`config.mk`:
```
export PLATFORM = sky130hd
export DESIGN_NAME = ufb_frame_baud_cfg
export DESIGN_NICKNAME = d
export VERILOG_FILES = /design/src/ufb_pkg.sv /design/src/ufb_frame_baud_cfg.sv
export SDC_FILE = /design/constraint.sdc
export NUM_CORES = 1
export LEC_CHECK = 0
export BUFFER_PORTS_ARGS = -buffer_cell sky130_fd_sc_hd__buf_2
export CORE_MARGIN = 8
export CORE_UTILIZATION = 38
export CTS_CLUSTER_DIAMETER = 30
export DETAILED_ROUTE_END_ITERATION = 10
export PLACE_DENSITY = 0.66
export REMOVE_ABC_BUFFERS = 1
export SYNTH_ARGS = -nofsm -noshare
export SYNTH_HDL_FRONTEND = slang
export SYNTH_SLANG_ARGS = --single-unit
```
`constraint.sdc`:
```
create_clock -name MCLK -period 2.3 [get_ports MCLK]
set_input_delay 0.115 -clock MCLK [delete_from_list [all_inputs] [get_ports MCLK]]
set_output_delay 0.115 -clock MCLK [all_outputs]
set_load 0.02 [all_outputs]
```
`src/ufb_pkg.sv`:
```
// Shared constants and carrier types for the USART frame and baud setup.
package ufb_pkg;

  // Register indices; byte address on the bus is four times the index.
  localparam logic [3:0] UFB_IDX_RX_MODE = 4'h6;
  localparam logic [3:0] UFB_IDX_FRAME = 4'h7;
  localparam logic [3:0] UFB_IDX_BAUD_LO = 4'h8;
  localparam logic [3:0] UFB_IDX_BAUD_HI = 4'h9;
  localparam logic [3:0] UFB_IDX_ABAUD = 4'hA;

  // Reset values.
  localparam logic [7:0] UFB_FRAME_RST = 8'h03;
  localparam logic [7:0] UFB_ZERO_RST = 8'h00;

  // Field positions inside the byte registers.
  localparam int UFB_MODE_LSB = 6;
  localparam int UFB_PAR_LSB = 4;
  localparam int UFB_STOP_BIT = 3;
  localparam int UFB_SIZE_LSB = 0;
  localparam int UFB_ORDER_BIT = 2;
  localparam int UFB_PHASE_BIT = 1;
  localparam int UFB_RXM_LSB = 1;
  localparam int UFB_ABW_LSB = 6;

  // Bits that survive a write in each layout.
  localparam logic [7:0] UFB_SPI_MASK = 8'hC6;
  localparam logic [7:0] UFB_RXM_MASK = 8'h06;
  localparam logic [7:0] UFB_ABW_MASK = 8'hC0;

  // Communication modes.
  typedef enum logic [1:0] {
    UFB_ASYNC = 2'h0,
    UFB_SYNC = 2'h1,
    UFB_IRDA = 2'h2,
    UFB_MASTER_SPI_MODE = 2'h3
  } ufb_comm_mode_sel_t;

  // Receiver modes.
  typedef enum logic [1:0] {
    UFB_RX_NORMAL = 2'h0,
    UFB_RX_DOUBLE = 2'h1,
    UFB_RX_GENERIC_AUTOBAUD = 2'h2,
    UFB_RX_LIN_CONSTRAINED_AUTOBAUD = 2'h3
  } ufb_receiver_mode_sel_t;

  // Parity codes.
  localparam logic [1:0] UFB_PAR_EVEN = 2'h2;
  localparam logic [1:0] UFB_PAR_ODD = 2'h3;

  // Character size codes.
  localparam logic [2:0] UFB_SIZE_8 = 3'h3;
  localparam logic [2:0] UFB_SIZE_9L = 3'h6;
  localparam logic [2:0] UFB_SIZE_9H = 3'h7;
  localparam logic [3:0] UFB_BITS_MIN = 4'h5;
  localparam logic [3:0] UFB_BITS_8 = 4'h8;
  localparam logic [3:0] UFB_BITS_9 = 4'h9;

  // Auto-baud: 16 samples per bit, so a bit pair spans 32 samples.
  localparam int UFB_SAMPLES_PER_BIT = 16;
  localparam int UFB_PAIR_SAMPLES = 2 * UFB_SAMPLES_PER_BIT;
  localparam logic [3:0] UFB_TOL_W0 = 4'h6;
  localparam logic [3:0] UFB_TOL_W1 = 4'h5;
  localparam logic [3:0] UFB_TOL_W2 = 4'h7;
  localparam logic [3:0] UFB_TOL_W3 = 4'h8;

  // Decoded configuration handed to the datapaths.
  typedef struct packed {
    logic mode_async;
    logic mode_sync;
    logic mode_irda;
    logic master_spi_mode;
    logic parity_en;
    logic parity_odd;
    logic two_stop_bits;
    logic [3:0] data_bits;
    logic nine_bit_high_first;
    logic spi_lsb_first;
    logic spi_sample_trailing;
    logic [1:0] receiver_mode_sel;
    logic lin_constrained_autobaud;
    logic [3:0] window_tol;
  } ufb_cfg_t;

endpackage

```
`src/ufb_frame_baud_cfg.sv`:
```
// Frame format, mode, baud and auto-baud window setup of the USART.
`timescale 1ns/100ps

// Operation
// RL1: Mode codes 0..3 mean asynchronous, synchronous, infrared, master SPI.
// RL2: Mode 3 switches the frame register to the master SPI layout.
// RL3: Parity 0 off, 1 reserved, 2 even, 3 odd.
// RL4: Stop select 0 sends one stop bit, 1 sends two.
// RL5: Receiver ignores the stop select setting.
// RL6: Size codes 0..3 give 5..8 bits, 4-5 reserved, 6-7 nine bits.
// RL7: Nine-bit code 6 accesses low byte first, code 7 high byte first.
// RL8: SPI layout keeps only mode, data order and clock phase, reset zero.
// RL9: SPI order bit clear sends MSB first, set sends LSB first.
// RL10: Software changes data order only while idle.
// RL11: SPI phase clear samples on leading edge, set on trailing edge.
// RL12: Baud is 16 bits, low byte at base, high byte at base plus one.
// RL13: A baud write reaches the prescaler immediately.
// RL14: Software changes baud only while no frame is in progress.
// RL15: Window codes 0..3 accept 32 plus or minus 6, 5, 7, 8.
// RL16: Sixteen samples per bit; a matched bit pair spans 32 samples.
// RL17: Window check applies only in LIN-constrained auto-baud mode.
// RL18: Receiver mode codes: normal, double speed, generic, LIN auto-baud.
// RL19: Parity covers the configured data bits only, sent before stop bits.
// RL20: Reserved parity and size codes fall back to the nearest setting.
module ufb_frame_baud_cfg
  import ufb_pkg::*;
#(
  parameter int CNT_W = 8
)
(
  input wire logic MCLK,
  input wire logic RESET_N,
  input wire logic [5:0] AVS_ADDRESS,
  input wire logic AVS_READ,
  input wire logic AVS_WRITE,
  input wire logic [3:0] AVS_BYTEENABLE,
  input wire logic [31:0] AVS_WRITEDATA,
  output logic [31:0] AVS_READDATA,
  output logic AVS_WAITREQUEST,
  input wire logic [8:0] TX_CHAR,
  input wire logic PAIR_CNT_VALID,
  input wire logic [CNT_W-1:0] PAIR_CNT,
  output ufb_cfg_t CFG,
  output logic [15:0] BAUD_VALUE,
  output logic BAUD_RELOAD,
  output logic TX_PARITY_BIT,
  output logic WINDOW_OK,
  output logic WINDOW_ERR
);

  // The pair count must hold 32 plus the widest tolerance.
  if (CNT_W < 6 || CNT_W > 16)
  begin : g_check
    $error("CNT_W must lie between 6 and 16");
  end

  logic rst_meta_r;
  logic rst_n_r;
  logic wait_r;
  logic [31:0] rdata_r;
  logic [7:0] frame_r;
  logic [7:0] rxm_r;
  logic [7:0] abw_r;
  logic [15:0] baud_r;
  logic reload_r;
  ufb_cfg_t cfg_r;
  logic par_r;
  logic ok_r;
  logic err_r;
  logic req;
  logic wr_go;
  logic [3:0] idx;
  logic [7:0] wbyte;
  logic [7:0] frame_view;
  logic [7:0] rd_nxt;
  ufb_cfg_t cfg_nxt;
  logic [8:0] bit_mask;
  logic par_nxt;
  logic [CNT_W-1:0] lo_bound;
  logic [CNT_W-1:0] hi_bound;

  // Reset is released through two flops so every register leaves reset
  // on the same edge, away from the asynchronous release.
  always_ff @(posedge MCLK or negedge RESET_N)
  begin
    if (!RESET_N)
    begin
      rst_meta_r <= 1'b0;
      rst_n_r <= 1'b0;
    end
    else
    begin
      rst_meta_r <= 1'b1;
      rst_n_r <= rst_meta_r;
    end
  end

  // Bus decode; only byte lane 0 carries register data.
  assign req = AVS_READ | AVS_WRITE;
  assign idx = AVS_ADDRESS[5:2];
  assign wbyte = AVS_WRITEDATA[7:0];
  assign wr_go = AVS_WRITE & ~wait_r & AVS_BYTEENABLE[0];

  // Every access waits exactly one cycle; the write lands and the read
  // data stand on the edge where the master sees waitrequest low.
  always_ff @(posedge MCLK or negedge rst_n_r)
  begin
    if (!rst_n_r)
      wait_r <= 1'b1;
    else if (req && wait_r)
      wait_r <= 1'b0;
    else
      wait_r <= 1'b1;
  end

  // In master SPI mode the unused bits read as zero.
  always_comb
  begin
    if (frame_r[UFB_MODE_LSB +: 2] == UFB_MASTER_SPI_MODE) // RL2
      frame_view = frame_r & UFB_SPI_MASK; // RL8
    else
      frame_view = frame_r;
  end

  // Read mux; unmapped indices read as zero.
  always_comb
  begin
    rd_nxt = UFB_ZERO_RST;
    unique case (idx)
      UFB_IDX_RX_MODE: rd_nxt = rxm_r;
      UFB_IDX_FRAME: rd_nxt = frame_view;
      UFB_IDX_BAUD_LO: rd_nxt = baud_r[7:0]; // RL12
      UFB_IDX_BAUD_HI: rd_nxt = baud_r[15:8]; // RL12
      UFB_IDX_ABAUD: rd_nxt = abw_r;
      default: rd_nxt = UFB_ZERO_RST;
    endcase
  end

  // Read data is captured while waitrequest is still high.
  always_ff @(posedge MCLK or negedge rst_n_r)
  begin
    if (!rst_n_r)
      rdata_r <= 32'h0000_0000;
    else if (AVS_READ && wait_r)
      rdata_r <= {24'h00_0000, rd_nxt};
  end

  // Frame control; a write that selects master SPI keeps only the SPI
  // fields so the normal fields come back at their zero values.
  always_ff @(posedge MCLK or negedge rst_n_r)
  begin
    if (!rst_n_r)
      frame_r <= UFB_FRAME_RST;
    else if (wr_go && idx == UFB_IDX_FRAME)
    begin
      if (wbyte[UFB_MODE_LSB +: 2] == UFB_MASTER_SPI_MODE) // RL2
        frame_r <= wbyte & UFB_SPI_MASK; // RL8
      else
        frame_r <= wbyte;
    end
  end

  // Receiver mode and auto-baud window registers.
  always_ff @(posedge MCLK or negedge rst_n_r)
  begin
    if (!rst_n_r)
    begin
      rxm_r <= UFB_ZERO_RST;
      abw_r <= UFB_ZERO_RST;
    end
    else if (wr_go && idx == UFB_IDX_RX_MODE)
      rxm_r <= wbyte & UFB_RXM_MASK;
    else if (wr_go && idx == UFB_IDX_ABAUD)
      abw_r <= wbyte & UFB_ABW_MASK;
  end

  // Baud bytes feed the prescaler directly, with a reload pulse so the
  // prescaler restarts at once. Mid-frame writes corrupt that frame.
  always_ff @(posedge MCLK or negedge rst_n_r)
  begin
    if (!rst_n_r)
    begin
      baud_r <= 16'h0000;
      reload_r <= 1'b0;
    end
    else
    begin
      reload_r <= 1'b0;
      if (wr_go && idx == UFB_IDX_BAUD_LO)
      begin
        baud_r[7:0] <= wbyte; // RL12
        reload_r <= 1'b1; // RL13
      end
      else if (wr_go && idx == UFB_IDX_BAUD_HI)
      begin
        baud_r[15:8] <= wbyte; // RL12
        reload_r <= 1'b1; // RL13
      end
    end
  end

  // Decode of the stored fields into the configuration carrier.
  always_comb
  begin
    cfg_nxt = '0;
    cfg_nxt.mode_async = frame_r[UFB_MODE_LSB +: 2] == UFB_ASYNC; // RL1
    cfg_nxt.mode_sync = frame_r[UFB_MODE_LSB +: 2] == UFB_SYNC; // RL1
    cfg_nxt.mode_irda = frame_r[UFB_MODE_LSB +: 2] == UFB_IRDA; // RL1
    cfg_nxt.master_spi_mode = frame_r[UFB_MODE_LSB +: 2] == UFB_MASTER_SPI_MODE; // RL1
    cfg_nxt.receiver_mode_sel = rxm_r[UFB_RXM_LSB +: 2]; // RL18
    cfg_nxt.lin_constrained_autobaud =
      rxm_r[UFB_RXM_LSB +: 2] == UFB_RX_LIN_CONSTRAINED_AUTOBAUD; // RL18
    unique case (abw_r[UFB_ABW_LSB +: 2]) // RL15
      2'h0: cfg_nxt.window_tol = UFB_TOL_W0;
      2'h1: cfg_nxt.window_tol = UFB_TOL_W1;
      2'h2: cfg_nxt.window_tol = UFB_TOL_W2;
      2'h3: cfg_nxt.window_tol = UFB_TOL_W3;
    endcase
    if (cfg_nxt.master_spi_mode)
    begin
      // SPI frames are always eight bits with no parity or stop bits.
      cfg_nxt.data_bits = UFB_BITS_8;
      cfg_nxt.spi_lsb_first = frame_r[UFB_ORDER_BIT]; // RL9
      cfg_nxt.spi_sample_trailing = frame_r[UFB_PHASE_BIT]; // RL11
    end
    else
    begin
      // Reserved parity code 1 behaves as parity off.
      cfg_nxt.parity_en = frame_r[UFB_PAR_LSB + 1]; // RL3 RL20
      cfg_nxt.parity_odd =
        frame_r[UFB_PAR_LSB +: 2] == UFB_PAR_ODD; // RL3
      // Only the transmitter reads this; the receiver checks one stop.
      cfg_nxt.two_stop_bits = frame_r[UFB_STOP_BIT]; // RL4 RL5
      if (frame_r[UFB_SIZE_LSB +: 3] == UFB_SIZE_9L ||
          frame_r[UFB_SIZE_LSB +: 3] == UFB_SIZE_9H)
        cfg_nxt.data_bits = UFB_BITS_9; // RL6
      else if (frame_r[UFB_SIZE_LSB +: 3] > UFB_SIZE_8)
        cfg_nxt.data_bits = UFB_BITS_8; // RL20
      else
        cfg_nxt.data_bits =
          UFB_BITS_MIN + {1'b0, frame_r[UFB_SIZE_LSB +: 3]}; // RL6
      cfg_nxt.nine_bit_high_first =
        frame_r[UFB_SIZE_LSB +: 3] == UFB_SIZE_9H; // RL7
    end
  end

  // One mask bit per data position covers only the configured bits.
  for (genvar i = 0; i < 9; i++)
  begin : g_mask
    assign bit_mask[i] = 4'(i) < cfg_nxt.data_bits; // RL19
  end

  // The parity bit follows the last data bit and precedes the stop bits.
  assign par_nxt = (^(TX_CHAR & bit_mask)) ^ cfg_nxt.parity_odd; // RL19

  // Configuration and parity outputs, registered.
  always_ff @(posedge MCLK or negedge rst_n_r)
  begin
    if (!rst_n_r)
    begin
      cfg_r <= '0;
      par_r <= 1'b0;
    end
    else
    begin
      cfg_r <= cfg_nxt;
      par_r <= par_nxt & cfg_nxt.parity_en; // RL3
    end
  end

  // Accepted span around the 32-sample reference for a bit pair.
  assign lo_bound = CNT_W'(UFB_PAIR_SAMPLES) -
    {{(CNT_W-4){1'b0}}, cfg_nxt.window_tol}; // RL16
  assign hi_bound = CNT_W'(UFB_PAIR_SAMPLES) +
    {{(CNT_W-4){1'b0}}, cfg_nxt.window_tol}; // RL16

  // Window check; outside LIN auto-baud every count is accepted.
  always_ff @(posedge MCLK or negedge rst_n_r)
  begin
    if (!rst_n_r)
    begin
      ok_r <= 1'b1;
      err_r <= 1'b0;
    end
    else
    begin
      err_r <= 1'b0;
      if (PAIR_CNT_VALID)
      begin
        if (!cfg_nxt.lin_constrained_autobaud) // RL17
          ok_r <= 1'b1;
        else if (PAIR_CNT < lo_bound || PAIR_CNT > hi_bound) // RL15
        begin
          ok_r <= 1'b0;
          err_r <= 1'b1;
        end
        else
          ok_r <= 1'b1;
      end
    end
  end

  assign AVS_WAITREQUEST = wait_r;
  assign AVS_READDATA = rdata_r;
  assign CFG = cfg_r;
  assign BAUD_VALUE = baud_r;
  assign BAUD_RELOAD = reload_r;
  assign TX_PARITY_BIT = par_r;
  assign WINDOW_OK = ok_r;
  assign WINDOW_ERR = err_r;

endmodule

```
==> out/metrics.yaml, run 1 <==
critical_path:
  end_kind: "flop"
  crit_type: "flop to flop"
  crit_path_max_fanout: 5
  required_ns: 2.53
  worstSetupStartpointType: "flop"
  critical_path_arrival_ns: 2.45
routing:
  viasPerCell: 4.749
  dr_total_vias: 2365
  post_drt_wl_per_cell_um: 15.71
  firstDrtPassIters: 4
  drtIter0Drc: 124
  drc: 0
  ant_nets: 0
  wirelength_um: 7822
die:
  initial_core_util: 0.3878
  core_area_mm2: 0.008134
  die_y_um: 107.1
  num_io_pins: 138
  rows: 33
  fp.dieW_um: 107.1
  dieArea_mm2: 0.01147
pwr:
  p_sw_mw: 1.194
  power_density_mw_per_mm2: 882.2
  seq_power_share: 0.396
  internal_power_mw: 2.338
  p_leak_nw: 2.077
  p_total_mw: 3.532
  pwr-share-clk: 0.311
  p_sw_frac: 0.3380
  vdd_ir_drop_max_uv: 341.0
  combPwrFrac: 0.292
cells_and_area:
  ff_latch_area_mm2: 0.001609
  utilization: 0.4922
  antenna_cells: 0
  multi_input_comb_area_mm2: 0.001419
  syn_to_final_growth_pct: 26.93
  nets: 466
  nFillCells: 770
  design_area_mm2: 0.004004
  drive_gt1_frac: 0.3995
logic_synthesis:
  synth_edf_count: 0
  synth_commonest_cells: "dfrtp_1 (60), buf_4 (24), nand2_1 (22)"
  synth_top_area_frac: 0.4760
  ys_ff_latch: 64
  ys_warn_count: 0
  avgSynthCellArea_um2: 11.19
  ys_async_sr_fraction: 1.000
  synth.largest_area_cell: "dfrtp_1"
  synth_cells: 282
  syn_area_mm2: 0.003154
  synth_top_flop_cell: "dfrtp_1"
  synthTopCellsByArea: "dfrtp_1 (48%), mux2_2 (7.5%), buf_4 (5.7%)"
  synth_cell_type_count: 45
  ys_seq_area_frac: 0.5093
  synth_most_common_cell: "dfrtp_1"
place:
  dpl-instance-area_mm2: 0.003679
  post-dp-hpwl_um: 5812
  port-buffer-count: 84
  place_congestion: 0.7883
grt:
  grt_max_degree: 63
  grt_pass1_wl_um: 12320
  grt.total_usage: 0.1379
  antenna_found_initial: 0
  overflow: 0
  grt_pass1_vias: 2479
timing:
  fin_crit_sh: 0.9646
  worst_slew_pin_slew_ns: 0.6218
  post-route-min-period_ns: 2.218
  slew_viol_final: 0
  whs_ns: 0.02932
  finalSetupViolCount: 0
  skew_ns: 0.01081
  hold_viol_final: 0
  max_clock_freq_mhz: 450.8
  setup-tns-final_ns: 0
  slew_headroom: 0.5840
clocking:
  cts_max_path_buffers: 2
  cts_buffers: 9
  clk-insertion-delay-late_ns: 0.34
  clock-sinks: 64
  cts_tree: "built"
  path_clk_slew_ns: 0.08
  htree_num_levels: 3
  root_buffer: "clkbuf_8"
run:
  cap_violations: 0
status:
  status: "finished, final reports clean"
worst_hold_path:
  worst_hold_path_type: "input port to flop"
==> registers in the layout, summed over array words and instances (netlist names) <==
name and flops:
abw_r 2, rxm_r 2, CFG 21, WINDOW_OK 1, frame_r 8, rst_meta_r 1, TX_PARITY_BIT 1, BAUD_VALUE 16
WINDOW_ERR 1, AVS_WAITREQUEST 1, AVS_READDATA 8, BAUD_RELOAD 1, rst_n_r 1
==> metal layers <==
metal / global-route usage / routed length, um / share of wire / vias up
met2: 0.2321 / 4146 / 0.53 / 56
met4: 0.07337 / 102 / 0.013 / 0
met1: 0.1540 / 3111 / 0.40 / 1151
met3: 0.04079 / 462 / 0.059 / 9
li1: - / - / - / 1149
met5: 0 / 0 / 0 / -
==> worst max-delay path, stage by stage (launching register included) <==
cell and delay, ns:
dfstp_2 0.39, ha_2 0.19, ha_2 0.19, a21oi_4 0.20, o2111a_2 0.27, nand2_1 0.06
mux2i_1 0.14, o2bb2ai_1 0.13, xnor3_1 0.42, mux2i_1 0.13
==> power groups by stage <==
stage | sequential (mW) | combinational [mW] | clock [mW]
final | 1.40 | 1.03 | 1.10
after CTS | 1.40 | 0.999 | 1.12
after global placement | 1.42 | 0.971 | 0
after floorplan | 1.60 | 0.487 | 0
after detailed placement | 1.43 | 0.989 | 0
after global routing | 1.43 | 1.14 | 1.17
==> timing repair <==
| action | 4_1_cts | 5_1_grt |
|---|---|---|
| setup endpoints to repair | 0 | 2 |
| hold buffers | 4 | 0 |
| resized for setup | 0 | 12 |
| hold endpoints to repair | 4 | 0 |
| setup buffers | 0 | 3 |
==> layout by cell type (no fill, tap or decap), types with 2 or more instances in the layout <==
cell           netlist  routed
buf_2                0      84
dfrtp_1             60      58
conb_1               2      25
nand2_1             22      21
mux2_2              21      21
nor2_1              19      17
o21ai_0             18      17
ha_1                14      11
buf_4               24      11
inv_1               12      10
a22o_1               9       9
mux2i_1              9       9
clkbuf_8             0       9
o21ai_1              4       5
nand2b_1             5       5
nand3_1              5       5
dfstp_2              4       4
and3_1               4       4
nor2b_1              4       4
a21oi_1              4       4
dlygate4sd3_1        0       4
inv_2                1       3
nor3_1               3       3
and2_1               3       3
a22oi_1              3       3
a21oi_2              2       2
and2b_1              2       2
xnor2_1              2       2
xor2_1               2       2
a32o_1               2       2
a221oi_1             2       2
ha_2                 0       2
clkinv_4             0       2
inv_6                0       2
bufinv_16            0       2
dfrtp_2              0       2
==> final cells by class <==
type,instances,share of cell area
Inverter,14,0.01375
Tap cell,105,0.03281
Multi-Input combinational cell,199,0.3544
Clock buffer,9,0.03094
Clock inverter,7,0.02562
Timing Repair Buffer,100,0.1406
Sequential cell,64,0.4019
==> logic make-up (layout without fill, tap and decap cells) <==
logic type | Yosys count | after routing | share of synthesized area
and+or+nand+nor | 72 | 72 | 0.1091
muxes | 30 | 30 | 0.1035
other | 2 | 25 | 0.002381
buffers and inverters | 42 | 130 | 0.07933
AOI/OAI and AO/OA | 53 | 53 | 0.1226
DFF | 64 | 64 | 0.5093
xor gates and xnor gates | 5 | 5 | 0.01825
adders and majority gates | 14 | 14 | 0.05553
==> through the flow <==
stage               cells  setup WS, ns
finish                498       0.08150
global route          498     -0.008718
CTS                   495       0.02355
detailed placement    475       0.03593
global placement      475       0.07473
floorplan             277        0.1269
==> final timing paths <==
path                                   from             to  slack (ns)  cells after the start
max                              frame_r[0]  TX_PARITY_BIT        0.08                      9
min                        AVS_WRITEDATA[3]     frame_r[3]        0.03                      3
max reg2reg                      frame_r[0]  TX_PARITY_BIT        0.08                      9
min reg2reg                         rst_n_r     WINDOW_ERR        0.27                      1
max in group asynchronous           rst_n_r     frame_r[0]        1.72                      1
min in group asynchronous           RESET_N     rst_meta_r        0.10                      2
(Power assumes the default switching activity.)
==> run 2, diff against run 1 <==
--- a/config.mk
+++ b/config.mk
@@ -6,11 +6,13 @@
 export NUM_CORES = 1
 export LEC_CHECK = 0
 export BUFFER_PORTS_ARGS = -buffer_cell sky130_fd_sc_hd__buf_2
+export CELL_PAD_IN_SITES_DETAIL_PLACEMENT = 0
+export CELL_PAD_IN_SITES_GLOBAL_PLACEMENT = 2
 export CORE_MARGIN = 8
-export CORE_UTILIZATION = 38
+export CORE_UTILIZATION = 28
 export CTS_CLUSTER_DIAMETER = 30
 export DETAILED_ROUTE_END_ITERATION = 10
-export PLACE_DENSITY = 0.66
+export PLACE_DENSITY = 0.79
 export REMOVE_ABC_BUFFERS = 1
 export SYNTH_ARGS = -nofsm -noshare
 export SYNTH_HDL_FRONTEND = slang
==> run 2 against run 1 <==
Effect of this change:
- largest power group is now the clock network
- flip-flop and latch count did not move
- non-clock buffer count fell by 2
- count of clock-buffer cells in the layout up 2
- global-route usage down 2.4 points
- setup slack got worse by 0.0079 ns
- via count rose by 0.17%
- total power is 17% higher
==> out/metrics.yaml, run 2 (synthesized netlist as in run 1, its figures left out) <==
routing:
  wirelength_um: 8327  # was 7822 um
  ant_nets: 0  # unchanged
  drtIter0Drc: 87  # was 124
  post_drt_wl_per_cell_um: 15.68  # was 15.71 um
  drc: 0  # unchanged
  firstDrtPassIters: 4  # unchanged
  dr_total_vias: 2369  # was 2365
  viasPerCell: 4.461  # was 4.749
place:
  pre_cts_slack_ns: 0.002641  # was 0.03593 ns
  post-dp-hpwl_um: 6347  # was 5812 um
  place_congestion: 0.7766  # was 0.7883
  placed_cells: 509  # was 475
  port-buffer-count: 84  # unchanged
  dpl-instance-area_mm2: 0.003702  # was 0.003679 mm2
critical_path:
  crit_path_max_fanout: 5  # unchanged
  cpLargestDelayFamily: "flip-flops"  # was compound AO/OA/AOI/OAI gates
  crit_buf_inv: 2  # was 0
  max_stage_delay_ns: 0.57  # was 0.42 ns
  worstSetupStartpointType: "flop"  # unchanged
  crit_type: "flop to flop"  # unchanged
  cp_cell_sequence: "buf_4, ha_4, inv_2, o2111a_2, nand2_1, mux2i_1, o2bb2ai_1, xnor3_1, mux2i_1"  # was ha_2, ha_2, a21oi_4, o2111a_2, nand2_1, mux2i_1, o2bb2ai_1, xnor3_1, mux2i_1
  required_ns: 2.51  # was 2.53 ns
  startpoint: "frame_r[1]"  # was frame_r[0]
  path_depth: 9  # unchanged
  r2r_setup_slack_ns: 0.07  # was 0.08 ns
  cpMostUsedCell: "mux2i_1"
  crit_slowest_cell: "dfstp_2"  # was xnor3_1
  end_kind: "flop"  # unchanged
  r2r_cells: 9  # unchanged
  reg2reg_to: "TX_PARITY_BIT"  # unchanged
  critical_path_arrival_ns: 2.44  # was 2.45 ns
  regToRegStartpoint: "frame_r[1]"  # was frame_r[0]
timing:
  fin_crit_sh: 0.9680  # was 0.9646
  setup-tns-final_ns: 0  # unchanged
  rsz0062_at_grt: "yes"
  slew_headroom: 0.4798  # was 0.5840
  finalSetupViolCount: 0  # unchanged
  worst_slew_pin_slew_ns: 0.7803  # was 0.6218 ns
  skew_ns: 0.006242  # was 0.01081 ns
  whs_ns: 0.03145  # was 0.02932 ns
  hold_viol_final: 0  # unchanged
  setup_ws_ns: 0.07365  # was 0.08150 ns
  slew_viol_final: 0  # unchanged
  post-route-min-period_ns: 2.226  # was 2.218 ns
  max_clock_freq_mhz: 449.2  # was 450.8 MHz
clocking:
  clk-insertion-delay-late_ns: 0.32  # was 0.34 ns
  htree_num_levels: 3  # unchanged
  path_clk_slew_ns: 0.06  # was 0.08 ns
  root_buffer: "clkbuf_16"  # was clkbuf_8
  cts_max_path_buffers: 2  # unchanged
  clock-sinks: 64  # unchanged
  cts_buffers: 9  # unchanged
  cts_tree: "built"  # unchanged
die:
  die_y_um: 122.1  # was 107.1 um
  core_area_mm2: 0.01094  # was 0.008134 mm2
  rows: 38  # was 33
  dieArea_mm2: 0.01492  # was 0.01147 mm2
  num_io_pins: 138  # unchanged
  fp.dieW_um: 122.1  # was 107.1 um
  initial_core_util: 0.2884  # was 0.3878
grt:
  overflow: 0  # unchanged
  grt_pass1_vias: 2534  # was 2479
  grt_max_degree: 63  # unchanged
  grt.total_usage: 0.1141  # was 0.1379
  antenna_found_initial: 0  # unchanged
  grt_pass1_wl_um: 13310  # was 12320 um
cells_and_area:
  design_area_mm2: 0.004159  # was 0.004004 mm2
  syn_to_final_growth_pct: 31.85  # was 26.93%
  final_cell_mix: "buf_2 (84), dfrtp_1 (59), conb_1 (25)"  # was buf_2 (84), dfrtp_1 (58), conb_1 (25)
  final_cell_count_no_fill: 531  # was 498
  largest_reg_flops: 21  # unchanged
  mostFrequentLayoutCell: "buf_2"  # unchanged
  nets: 464  # was 466
  utilization: 0.3803  # was 0.4922
  drive_gt1_frac: 0.3939  # was 0.3995
  nFillCells: 1129  # was 770
  antenna_cells: 0  # unchanged
pwr:
  combPwrFrac: 0.252  # was 0.292
  p_sw_mw: 1.202  # was 1.194 mW
  power_density_mw_per_mm2: 990.7  # was 882.2 mW/mm2
  p_sw_frac: 0.2918  # was 0.3380
  pwr-share-clk: 0.406  # was 0.311
  vdd_ir_drop_max_uv: 354.7  # was 341.0 uV
  seq_power_share: 0.342  # was 0.396
  internal_power_mw: 2.918  # was 2.338 mW
  p_total_mw: 4.120  # was 3.532 mW
  p_leak_nw: 2.128  # was 2.077 nW
status:
  status: "finished, final reports clean"  # unchanged
worst_hold_path:
  hold_start: "AVS_WRITEDATA[0]"  # was AVS_WRITEDATA[3]
  worst_hold_path_type: "input port to flop"  # unchanged
  worstHoldEndpoint: "frame_r[0]"  # was frame_r[3]
  min_path_cells: 3  # unchanged
run:
  cap_violations: 0  # unchanged
## run 2: changes by cell type in the layout (fill, tap and decap cells not counted), sizes merged
cell / previous run / this run
buf: 96 / 95
bufinv: 2 / 4
clkbuf: 9 / 11
clkinv: 2 / 0
dlygate4sd3: 4 / 3
inv: 16 / 14
## run 2: layer usage
layer	vias up	routed length [um]	global-route usage
met5	-	0	0
met4	0	199	0.06017
met3	11	514	0.02915
met2	73	3990	0.1821
met1	1145	3622	0.1394
li1	1140	-	-
## run 2: how the worst max path moves through the flow
stage                                to  slack (ns)
after global placement    TX_PARITY_BIT        0.03
after CTS                 TX_PARITY_BIT       0.006
after floorplan           TX_PARITY_BIT        0.13
after global routing      TX_PARITY_BIT       -0.06
final                     TX_PARITY_BIT        0.07
after detailed placement  TX_PARITY_BIT       0.003
## run 2: repair_timing
| item | CTS | global route |
|---|---|---|
| endpoints found under the setup margin | 1 | 2 |
| pin swaps | 0 | 3 |
| hold buffers | 3 | 0 |
| resized for setup | 1 | 8 |
| endpoints found under the hold margin | 3 | 0 |
| setup buffers | 0 | 3 |
## run 2: area by class of cell
| cell class | instances | area, um2 | area share |
|---|---|---|---|
| Inverter | 14 | 55.05 | 0.01324 |
| Clock inverter | 5 | 127.6 | 0.03069 |
| Sequential cell | 64 | 1608 | 0.3866 |
| Tap cell | 140 | 175.2 | 0.04212 |
| Multi-Input combinational cell | 199 | 1418 | 0.3409 |
| Timing Repair Buffer | 98 | 533.0 | 0.1282 |
| Clock buffer | 11 | 242.7 | 0.05836 |
## run 2: tightest hold or removal path, cell delays in order
cell and delay [ns]:
buf_2 0.11, nand3_1 0.05, o21ai_0 0.07
## run 2: power groups by stage
stage	Clock, mW	Sequential (mW)	Combinational [mW]
final	1.67	1.41	1.04
after global routing	1.76	1.43	1.14
after CTS	1.71	1.41	1.01
after detailed placement	0	1.43	1.00
after global placement	0	1.42	0.995
after floorplan	0	1.60	0.487
